[config.mk]
export PLATFORM = sky130hd
export DESIGN_NAME = tim_check
export DESIGN_NICKNAME = d
export VERILOG_FILES = /design/src/logic/tim_pkg.sv /design/src/logic/tim_check.sv
export SDC_FILE = /design/constraint.sdc
export NUM_CORES = 1
export LEC_CHECK = 0
export BUFFER_PORTS_ARGS = -buffer_cell sky130_fd_sc_hd__buf_2
export CAP_MARGIN = 5
export CORE_MARGIN = 2
export CORE_UTILIZATION = 45
export DETAILED_ROUTE_END_ITERATION = 16
export PLACE_DENSITY = 0.66
export SLEW_MARGIN = 30
export SYNTH_ARGS = -nofsm -noshare
export SYNTH_HDL_FRONTEND = slang
export SYNTH_SLANG_ARGS = --single-unit
[constraint.sdc]
create_clock -name clock -period 2.55 [get_ports clock]
set_input_delay 0.51 -clock clock [delete_from_list [all_inputs] [get_ports clock]]
set_output_delay 0.51 -clock clock [all_outputs]
set_load 0.05 [all_outputs]
[src/logic/tim_pkg.sv]
// Constants for the tag integrity and margin-verify logic
package tim_pkg;
    localparam int ADDR_W = 16;
    localparam logic [15:0] OPCODE = 16'hE001;
    localparam logic [1:0] BANK_RES = 2'h0;
    localparam logic [1:0] BANK_EPC = 2'h1;
    localparam logic [1:0] BANK_TID = 2'h2;
    localparam logic [1:0] BANK_USER = 2'h3;
    localparam logic [7:0] ERR_OTHER = 8'h00;
    localparam logic [7:0] ERR_LOCKED = 8'h04;
    localparam logic [7:0] ERR_POWER = 8'h0B;
    localparam logic [15:0] CRC_PRESET = 16'hFFFF;
    localparam logic [15:0] CRC_POLY = 16'h1021;
    localparam logic [15:0] CRC_RESIDUE = 16'h1D0F;
    localparam logic [15:0] SCAN_EPC_LAST = 16'h007F;
    localparam logic [15:0] SCAN_RES_LAST = 16'h003F;
    localparam logic [15:0] TID_SER_FIRST = 16'h0030;
    localparam logic [15:0] TID_SER_LAST = 16'h005F;
    localparam logic [15:0] KILL_LAST = 16'h001F;
    localparam logic [15:0] ACCESS_LAST = 16'h003F;
    localparam logic [7:0] OP_BITS = 8'h10;
    localparam logic [7:0] LEN_BITS = 8'h08;
    localparam logic [7:0] EBV_LAST = 8'h07;
    localparam logic [7:0] HANDLE_BITS = 8'h10;
    localparam logic [7:0] CRC_BITS = 8'h10;
endpackage

[src/logic/tim_check.sv]
// Power-up memory self-check and margin-verify command execution
`timescale 1ns/1ns
module tim_check (
    input wire logic clock,
    input wire logic rst_n,
    input wire logic rx_frame_start,
    input wire logic rx_bit_valid,
    input wire logic rx_bit,
    input wire logic rx_frame_end,
    input wire logic [15:0] held_handle,
    input wire logic state_open,
    input wire logic state_secured,
    input wire logic power_ok,
    input wire logic query_trext,
    input wire logic kill_read_locked,
    input wire logic access_read_locked,
    input wire logic mem_bit,
    input wire logic mem_margin_ok,
    output logic mem_rd_en,
    output logic [1:0] mem_bank,
    output logic [15:0] mem_addr,
    output logic scan_done,
    output logic weak_flag,
    output logic epc_zero_len,
    output logic tid_parity_err,
    output logic tx_start,
    output logic tx_header,
    output logic [7:0] tx_code,
    output logic [15:0] tx_handle,
    output logic tx_trext
);
    ////////////////////////////////////////////////////////////////////////
    typedef enum logic [9:0] {
        ST_SCAN = 10'h001,
        ST_SCANW = 10'h002,
        ST_IDLE = 10'h004,
        ST_OP = 10'h008,
        ST_BANK = 10'h010,
        ST_PTR = 10'h020,
        ST_LEN = 10'h040,
        ST_MASK = 10'h080,
        ST_HANDLE = 10'h100,
        ST_CRC = 10'h200
    } tim_state_t;
    function automatic logic [15:0] tim_crc_step(input logic [15:0] crc, input logic b);
        logic fb;
        fb = crc[15] ^ b;
        tim_crc_step = {crc[14:0], 1'b0} ^ (fb ? tim_pkg::CRC_POLY : 16'h0000);
    endfunction
    tim_state_t state_reg;
    logic [7:0] cnt_reg;
    logic [15:0] sh_reg;
    logic [15:0] crc_reg;
    logic [15:0] ptr_reg;
    logic [7:0] len_reg;
    logic [1:0] bank_reg;
    logic ebv_ext_reg;
    logic mask_bit_reg;
    logic rd_pend_reg;
    logic cmp_fail_reg;
    logic lock_fail_reg;
    logic parity_reg;
    logic [1:0] rd_bank_reg;
    ////////////////////////////////////////////////////////////////////////
    // Decode
    wire parsing = (state_reg != ST_SCAN) && (state_reg != ST_SCANW) && (state_reg != ST_IDLE);
    wire take_bit = rx_bit_valid && parsing;
    wire [15:0] sh_next = {sh_reg[14:0], rx_bit};
    wire [15:0] cmp_addr = ptr_reg + {8'h00, cnt_reg};
    wire addr_kill = cmp_addr <= tim_pkg::KILL_LAST;
    wire addr_access = !addr_kill && (cmp_addr <= tim_pkg::ACCESS_LAST);
    wire lock_hit = (bank_reg == tim_pkg::BANK_RES) &&
                    ((addr_kill && kill_read_locked) || (addr_access && access_read_locked));
    wire scan_last_bit = (mem_bank == tim_pkg::BANK_TID) && (mem_addr == tim_pkg::TID_SER_LAST);
    wire state_ok = state_open || state_secured;
    // Frame must end right after the CRC field; anything else is noise
    wire frame_good = (state_reg == ST_CRC) && (cnt_reg == tim_pkg::CRC_BITS) &&
                      (crc_reg == tim_pkg::CRC_RESIDUE) && (len_reg != 8'h00) &&
                      (sh_reg == held_handle) && state_ok;
    wire bank_ro = bank_reg == tim_pkg::BANK_TID;
    wire [7:0] err_code = !power_ok ? tim_pkg::ERR_POWER :
                          lock_fail_reg ? tim_pkg::ERR_LOCKED :
                          tim_pkg::ERR_OTHER;
    wire is_err = !power_ok || lock_fail_reg || cmp_fail_reg || bank_ro;

    ////////////////////////////////////////////////////////////////////////
    // Memory port and power-up scan
    always_ff @(posedge clock) begin
        if (!rst_n) begin
            mem_rd_en <= 1'b0;
            mem_bank <= tim_pkg::BANK_EPC;
            mem_addr <= 16'h0000;
        end else if (state_reg == ST_SCAN) begin
            mem_rd_en <= 1'b1;
            if (!mem_rd_en) begin
                mem_addr <= 16'h0000;
            end else if (mem_bank == tim_pkg::BANK_EPC && mem_addr == tim_pkg::SCAN_EPC_LAST) begin
                mem_bank <= tim_pkg::BANK_RES;
                mem_addr <= 16'h0000;
            end else if (mem_bank == tim_pkg::BANK_RES && mem_addr == tim_pkg::SCAN_RES_LAST) begin
                mem_bank <= tim_pkg::BANK_TID;
                mem_addr <= tim_pkg::TID_SER_FIRST;
            end else if (scan_last_bit) begin
                mem_rd_en <= 1'b0;
            end else begin
                mem_addr <= mem_addr + 16'h0001;
            end
        end else if (state_reg == ST_MASK && take_bit && !bank_ro) begin
            mem_rd_en <= 1'b1;
            mem_bank <= bank_reg;
            mem_addr <= cmp_addr;
        end else begin
            mem_rd_en <= 1'b0;
        end
    end

    // Read data arrives one cycle after the strobe
    always_ff @(posedge clock) begin
        if (!rst_n) begin
            rd_pend_reg <= 1'b0;
        end else begin
            rd_pend_reg <= mem_rd_en;
            rd_bank_reg <= mem_bank; // Mem_bank still holds the bank of this strobe's read
        end
    end

    always_ff @(posedge clock) begin
        if (!rst_n) begin
            weak_flag <= 1'b0;
            parity_reg <= 1'b0;
        end else if (rd_pend_reg && !scan_done) begin
            if (rd_bank_reg == tim_pkg::BANK_TID) begin
                parity_reg <= parity_reg ^ mem_bit;
            end else if (!mem_margin_ok) begin
                weak_flag <= 1'b1;
            end
        end
    end

    always_ff @(posedge clock) begin
        if (!rst_n) begin
            scan_done <= 1'b0;
            epc_zero_len <= 1'b0;
            tid_parity_err <= 1'b0;
        end else begin
            scan_done <= scan_done || (state_reg == ST_SCANW && !rd_pend_reg);
            epc_zero_len <= weak_flag;
            tid_parity_err <= scan_done && parity_reg;
        end
    end

    ////////////////////////////////////////////////////////////////////////
    // Frame parser
    always_ff @(posedge clock) begin
        if (!rst_n) begin
            state_reg <= ST_SCAN;
            cnt_reg <= 8'h00;
            sh_reg <= 16'h0000;
            crc_reg <= tim_pkg::CRC_PRESET;
            ptr_reg <= 16'h0000;
            len_reg <= 8'h00;
            bank_reg <= tim_pkg::BANK_RES;
            ebv_ext_reg <= 1'b0;
        end else if (state_reg == ST_SCAN) begin
            if (mem_rd_en && scan_last_bit) begin
                state_reg <= ST_SCANW;
            end
        end else if (state_reg == ST_SCANW) begin
            if (scan_done) begin
                state_reg <= ST_IDLE;
            end
        end else if (rx_frame_start) begin
            state_reg <= ST_OP;
            cnt_reg <= 8'h00;
            sh_reg <= 16'h0000;
            crc_reg <= tim_pkg::CRC_PRESET;
            ptr_reg <= 16'h0000;
        end else if (rx_frame_end) begin
            state_reg <= ST_IDLE;
        end else if (take_bit) begin
            crc_reg <= tim_crc_step(crc_reg, rx_bit);
            cnt_reg <= cnt_reg + 8'h01;
            case (state_reg)
                ST_OP: begin
                    sh_reg <= sh_next;
                    if (cnt_reg == tim_pkg::OP_BITS - 8'h01) begin
                        cnt_reg <= 8'h00;
                        state_reg <= (sh_next == tim_pkg::OPCODE) ? ST_BANK : ST_IDLE;
                    end
                end
                ST_BANK: begin
                    bank_reg <= {bank_reg[0], rx_bit};
                    if (cnt_reg == 8'h01) begin
                        cnt_reg <= 8'h00;
                        state_reg <= ST_PTR;
                    end
                end
                ST_PTR: begin
                    if (cnt_reg == 8'h00) begin
                        ebv_ext_reg <= rx_bit;
                    end else begin
                        ptr_reg <= {ptr_reg[14:0], rx_bit};
                    end
                    if (cnt_reg == tim_pkg::EBV_LAST) begin
                        cnt_reg <= 8'h00;
                        state_reg <= ebv_ext_reg ? ST_PTR : ST_LEN;
                    end
                end
                ST_LEN: begin
                    len_reg <= sh_next[7:0];
                    sh_reg <= sh_next;
                    if (cnt_reg == tim_pkg::LEN_BITS - 8'h01) begin
                        cnt_reg <= 8'h00;
                        state_reg <= (sh_next[7:0] == 8'h00) ? ST_IDLE : ST_MASK;
                    end
                end
                ST_MASK: begin
                    if (cnt_reg == len_reg - 8'h01) begin
                        cnt_reg <= 8'h00;
                        state_reg <= ST_HANDLE;
                    end
                end
                ST_HANDLE: begin
                    sh_reg <= sh_next;
                    if (cnt_reg == tim_pkg::HANDLE_BITS - 8'h01) begin
                        cnt_reg <= 8'h00;
                        state_reg <= ST_CRC;
                    end
                end
                ST_CRC: begin
                    if (cnt_reg == tim_pkg::CRC_BITS) begin
                        state_reg <= ST_IDLE;
                    end
                end
                default: begin
                    state_reg <= ST_IDLE;
                end
            endcase
        end
    end

    ////////////////////////////////////////////////////////////////////////
    // Mask comparison; a bit pair needs two cycles, so rx bits come at least that far apart
    always_ff @(posedge clock) begin
        if (!rst_n) begin
            mask_bit_reg <= 1'b0;
            cmp_fail_reg <= 1'b0;
            lock_fail_reg <= 1'b0;
        end else if (rx_frame_start) begin
            cmp_fail_reg <= 1'b0;
            lock_fail_reg <= 1'b0;
        end else begin
            if (state_reg == ST_MASK && take_bit) begin
                mask_bit_reg <= rx_bit;
                lock_fail_reg <= lock_fail_reg || lock_hit;
            end
            if (rd_pend_reg && scan_done) begin
                cmp_fail_reg <= cmp_fail_reg || (mem_bit != mask_bit_reg) || !mem_margin_ok;
            end
        end
    end

    ////////////////////////////////////////////////////////////////////////
    // Reply
    always_ff @(posedge clock) begin
        if (!rst_n) begin
            tx_start <= 1'b0;
            tx_header <= 1'b0;
            tx_code <= tim_pkg::ERR_OTHER;
            tx_handle <= 16'h0000;
            tx_trext <= 1'b0;
        end else begin
            tx_start <= rx_frame_end && frame_good;
            if (rx_frame_end && frame_good) begin
                tx_header <= is_err;
                tx_code <= is_err ? err_code : tim_pkg::ERR_OTHER;
                tx_handle <= held_handle;
                tx_trext <= query_trext;
            end
        end
    end
endmodule

After elaboration in Yosys (flattened, before gate mapping)
Cells that the tools add are included.
- register bits after elaboration: 134
- input bits: 30
- logic and storage cells: 207
- add/subtract/negate cells: 4
- order comparisons: 2
- equality and inequality tests: 42
- multiplexer cells: 59
- bitwise logic cells: 10
- reduce and logical (&&, ||, !) cells: 64
- operators by type and width (cell ; number):
    $mux W16 ; 18
    $mux W10 ; 14
    $pmux W10 S7 ; 1
    $mux W8 ; 8
    $ne A6 B6 Y1 const B ; 6
    $eq A16 B7 Y1 const B ; 2
    $pmux W8 S4 ; 1
    $logic_and A1 B1 Y1 ; 23
    $reduce_and A6 Y1 ; 3
    $add A16 B1 Y16 const B ; 1
    $add A16 B8 Y16 ; 1
    $eq A16 B13 Y1 const B ; 1
    $eq A16 B16 Y1 ; 1
    $eq A16 B16 Y1 const B ; 1
    $eq A16 B6 Y1 const B ; 1
    $le A16 B5 Y1 const B ; 1
    $le A16 B6 Y1 const B ; 1
    $logic_not A8 Y1 ; 2
    $xor A16 B13 Y16 ; 1
    $mux W13 ; 1
    $eq A10 B1 Y1 const B ; 1
    $eq A10 B10 Y1 const B ; 1
    $eq A10 B2 Y1 const B ; 1
    $eq A10 B4 Y1 const B ; 1
    45 further kinds ; 89

Logic depth before layout (Yosys ltp)
- word-level depth: 9
- depth in mapped cells: 11

Worst setup path after synthesis
Ideal clock, no wire load.
- kind: reg2reg
- start point: reg mem_addr[1]
- end point: reg mem_addr[6]
- library setup time: 128 ps
- arrival time: 2536 ps
- path slack: -113 ps
- cell stages (with the launch flop): 10
- path buffers: 1
- cells stage by stage: dfxtp_1 > ha_1 > and4_1 > nand3b_1 > or4_1 > nand2b_4 > clkbuf_1 > o22ai_1 > a22oi_1 > nor2_1
- word-level cells in the longest chain between the ends: 6
- elaborated cells on any way between the ends: 14
- those cells by class: add/sub: 1; eq/ne: 4; mux: 5; reduce/logical: 4
- ends and longest elaborated chain (item ; RTL line ; source):
    start: declaration ; tim_check.sv:21 ; output logic [15:0] mem_addr,
    start signal: assignment ; tim_check.sv:102 ; mem_addr <= tim_pkg::TID_SER_FIRST;
    start signal: assignment ; tim_check.sv:106 ; mem_addr <= mem_addr + 16'h0001;
    start signal: assignment ; tim_check.sv:111 ; mem_addr <= cmp_addr;
    $add A16 B1 Y16 / $eq A16 B6 Y1 (equally long branches) ; tim_check.sv:106, tim_check.sv:100 ;
    $mux W16 / $logic_and A1 B1 Y1 (equally long branches) ; tim_check.sv:103, tim_check.sv:100 ;
    $mux W16 ; tim_check.sv:100 ; end else if (mem_bank == tim_pkg::BANK_RES && mem_addr == tim_pkg::SCAN_RES_LAST) begin
    $mux W16 ; tim_check.sv:97 ; end else if (mem_bank == tim_pkg::BANK_EPC && mem_addr == tim_pkg::SCAN_EPC_LAST) begin
    $mux W16 ; tim_check.sv:95 ; if (!mem_rd_en) begin
    $mux W16 ; tim_check.sv:93 ; end else if (state_reg == ST_SCAN) begin
Parallel ways exist; a longest one is shown, timed or not. The select of a mux whose other input is x is not followed.
A chain may end at the register's enable or synchronous reset.

Final worst setup path
- start point: reg state_reg[3]
- end point: reg tx_handle[2]
- word-level cells in the longest chain between the ends: 7
- ends and longest elaborated chain (item ; RTL line ; source):
    start: declaration ; tim_check.sv:50 ; tim_state_t state_reg;
    start signal: assignment ; tim_check.sv:188 ; state_reg <= (sh_next == tim_pkg::OPCODE) ? ST_BANK : ST_IDLE;
    start signal: assignment ; tim_check.sv:206 ; state_reg <= ebv_ext_reg ? ST_PTR : ST_LEN;
    start signal: assignment ; tim_check.sv:214 ; state_reg <= (sh_next[7:0] == 8'h00) ? ST_IDLE : ST_MASK;
    $eq A10 B10 Y1 ; tim_check.sv:77 ; wire frame_good = (state_reg == ST_CRC) && (cnt_reg == tim_pkg::CRC_BITS) &&
    $logic_and A1 B1 Y1 (2 in a row) ; tim_check.sv:77 ;
    $logic_and A1 B1 Y1 (2 in a row) ; tim_check.sv:78 ; (crc_reg == tim_pkg::CRC_RESIDUE) && (len_reg != 8'h00) &&
    $logic_and A1 B1 Y1 ; tim_check.sv:79 ; (sh_reg == held_handle) && state_ok;
    $logic_and A1 B1 Y1 ; tim_check.sv:274 ; if (rx_frame_end && frame_good) begin
    end signal: assignment ; tim_check.sv:277 ; tx_handle <= held_handle;
    end: declaration ; tim_check.sv:29 ; output logic [15:0] tx_handle,
Every way passes these cells.

==> reports/qor.csv <==
metric,value,unit
finalMaxSlewViolations,0,
p_seq_share,32.6,%
powerDensity,737.7,nW/µm²
drt_iter0_markers,477,
clock_latency,0.43,ns
arrival,2.82,ns
worst_pin_slew,0.7792,ns
pwr-share-clk,37.4,%
preCtsSetupSlack,-0.08377,ns
cts_made_buffers,17,
power,0.006574,W
cp_max_fo,11,
dp_hpwl,14030,µm
fin_crit,2.534,ns
grt_pass1_vias,6268,
hold_viol,0,
first_pass_iters,5,
dp.cells,1155,
final-setup-viol-count,0,
hold_buffers,0,
crit_chain,"or4_4, nor3_4, nand4b_1, nand3b_1, nor4b_4, buf_4, buf_12, mux2i_2, nor2_1",
clock-sinks,128,
overflow,0,
antenna_cells,0,
synth.distinct_cells,82,
slew_headroom,48.05,%
yosysTopAreaCellShare,35.40,%
ys_seq_area_share,36.24,%
post-route-period-util,99.39,%
grt_pass1_wl,31850,µm
num_rows,45,
grt.total_usage,23.94,%
num_io_pins,80,
synth_ff_type,dfxtp_1,
via_count,6818,
critical_path.startpoint_type,flop,
die_x,129.8,µm
hp-start,power_ok,
synth_edf_count,2,
share_comb_of_total_power,29.9,%
num-nets-final,1012,
switching_power,0.002297,W
postRouteAntennaNets,0,
die_y,129.8,µm
wl_per_cell,16.69,µm
power_leakage,3.450,nW
cts_tree,built,
dieArea,16860,µm²
port_buffers,75,
critPathRequiredTime,2.83,ns
drive_gt1_share,24.67,%
p_int,0.004277,W
finalNonFillerCells,1192,
fmax,394.6,MHz
gp_congestion,0.9060,
wirelength,19890,µm
ir_worst_vdd,619.7,µV
timing.final.ws_setup,0.01566,ns
cts_max_level,4,
drc,0,
via_per_inst,5.720,
hp-class,in2reg,
timing_worst_setup_path_type,reg2reg,
areaGrowthSynthToFinish,25.06,%
sw_frac_of_total,34.94,%
antenna_found_initial,0,
yosysWarnings,0,
avgSynthCellArea,8.403,µm²
rr_startpoint,state_reg[3],
synth_area,7126,µm²
root_buffer,clkbuf_16,
core,15310,µm²
synth_commonest_cells,"126 x dfxtp_1, 72 x a21oi_1, 62 x nor2_1, 58 x nand2_1, 51 x o21ai_0",
rsz0062_at_grt,yes,
startpoint,state_reg[3],
maxCapViolCount,0,
cp-end-kind,flop,
start_util,46.53,%
ctsLongestPathBuffers,2,
slowest_delay,0.56,ns
ys_top_cells_by_area,"dfxtp_1 35%, a21oi_1 5.1%, o21ai_0 3.6%, mux2i_1 3.5%, nand3b_1 3.4%",
status,"complete, no violations",
finalClockSkew,0.008132,ns
ys_seq_elements,128,
clk_pin_slew,0.06,ns
yosys.area.top_type,dfxtp_1,
async_flop_share,0,%
grt_max_degree,69,
synth_cells,848,
synth.most_common_cell,dfxtp_1,
slowest_stage,or4_4,
-- metrics by stage --
stage	instance area (µm²)	hold slack (ns)	utilization, %	setup TNS [ns]
floorplan	7139	0.4380	-	0
global placement	8071	0.4678	52.70	0
detailed placement	8071	0.4756	52.70	-0.9663
CTS	8753	0.3049	57.16	0
global route	8911	0.3176	58.19	-0.5333
finish	8911	0.3178	58.19	0
-- power by group through the flow --
stage / logic, W / clock network, W / registers, W
finish: 0.00197 / 0.00246 / 0.00215
global route: 0.00212 / 0.00260 / 0.00215
CTS: 0.00189 / 0.00250 / 0.00214
detailed placement: 0.00185 / 0 / 0.00219
global placement: 0.00185 / 0 / 0.00219
floorplan: 0.00120 / 0 / 0.00226
-- worst max-delay path: cells and delay by family, from the launching register on --
| family | cells | cell delay, ns |
|---|---|---|
| buf+inv | 2 | 0.30 |
| simple gates | 6 | 1.57 |
| flops | 1 | 0.31 |
| mux | 1 | 0.20 |
-- cells in the final DEF (no fill, tap or decap), types with 9 or more instances in the layout --
master     instances
mux2i_1           24
or4_1             11
nor3_1            19
o22a_1            16
o21ai_0           51
a21oi_1           71
and3_1            10
xnor2_1           26
inv_1             21
nand3b_1          32
nand4_1           14
buf_4             77
clkbuf_16         18
buf_2             75
ha_1              12
nand2b_1           9
nor2_1            62
o21ai_1           10
nand2_1           57
dfxtp_1          123
nor2b_1            9
nand3_1           37
nor4_1             9
xor2_1            20
-- cell families (layout without fill, tap and decap cells) --
kind of cell	after synthesis	after routing	share of synthesized area [%]
compound gates	218	218	19.51
xor+xnor	47	47	5.777
fa+ha+maj	14	14	2.564
buf+inv	80	210	5.355
flops	128	128	36.24
mux	25	25	3.512
other cells	1	4	0.05263
simple gates	335	335	26.99
-- timing repair --
item,CTS,global route
buffers inserted,3,1
pin swaps,4,7
gates cloned,1,0
endpoints found under the setup margin,22,72
gates resized for setup,7,30
-- path summary, 6_finish.rpt --
| kind | endpoint | slack [ns] | cells past startpoint |
|---|---|---|---|
| max | tx_handle[2] | 0.02 | 9 |
| min | tx_code[1] | 0.32 | 2 |
| max reg2reg | tx_handle[2] | 0.02 | 9 |
| min reg2reg | weak_flag | 0.48 | 2 |
-- layout make-up --
type | count | area (µm²)
sequential | 128 | 2586
timing repair buffer | 155 | 1018
inverter | 23 | 86.33
clock buffer | 19 | 442.9
multi-input combinational | 643 | 4362
fill | 1389 | 6404
tap | 211 | 264.0
clock inverter | 13 | 151.4
-- layer usage --
metal	part of all wire, %	GRT usage, %	wire length, µm
met1	46	32.22	9129
met4	2.4	9.298	485
met5	0	0	0
met2	45	37.91	8944
met3	6.7	4.797	1334
Power figures use the tool's default switching activity.
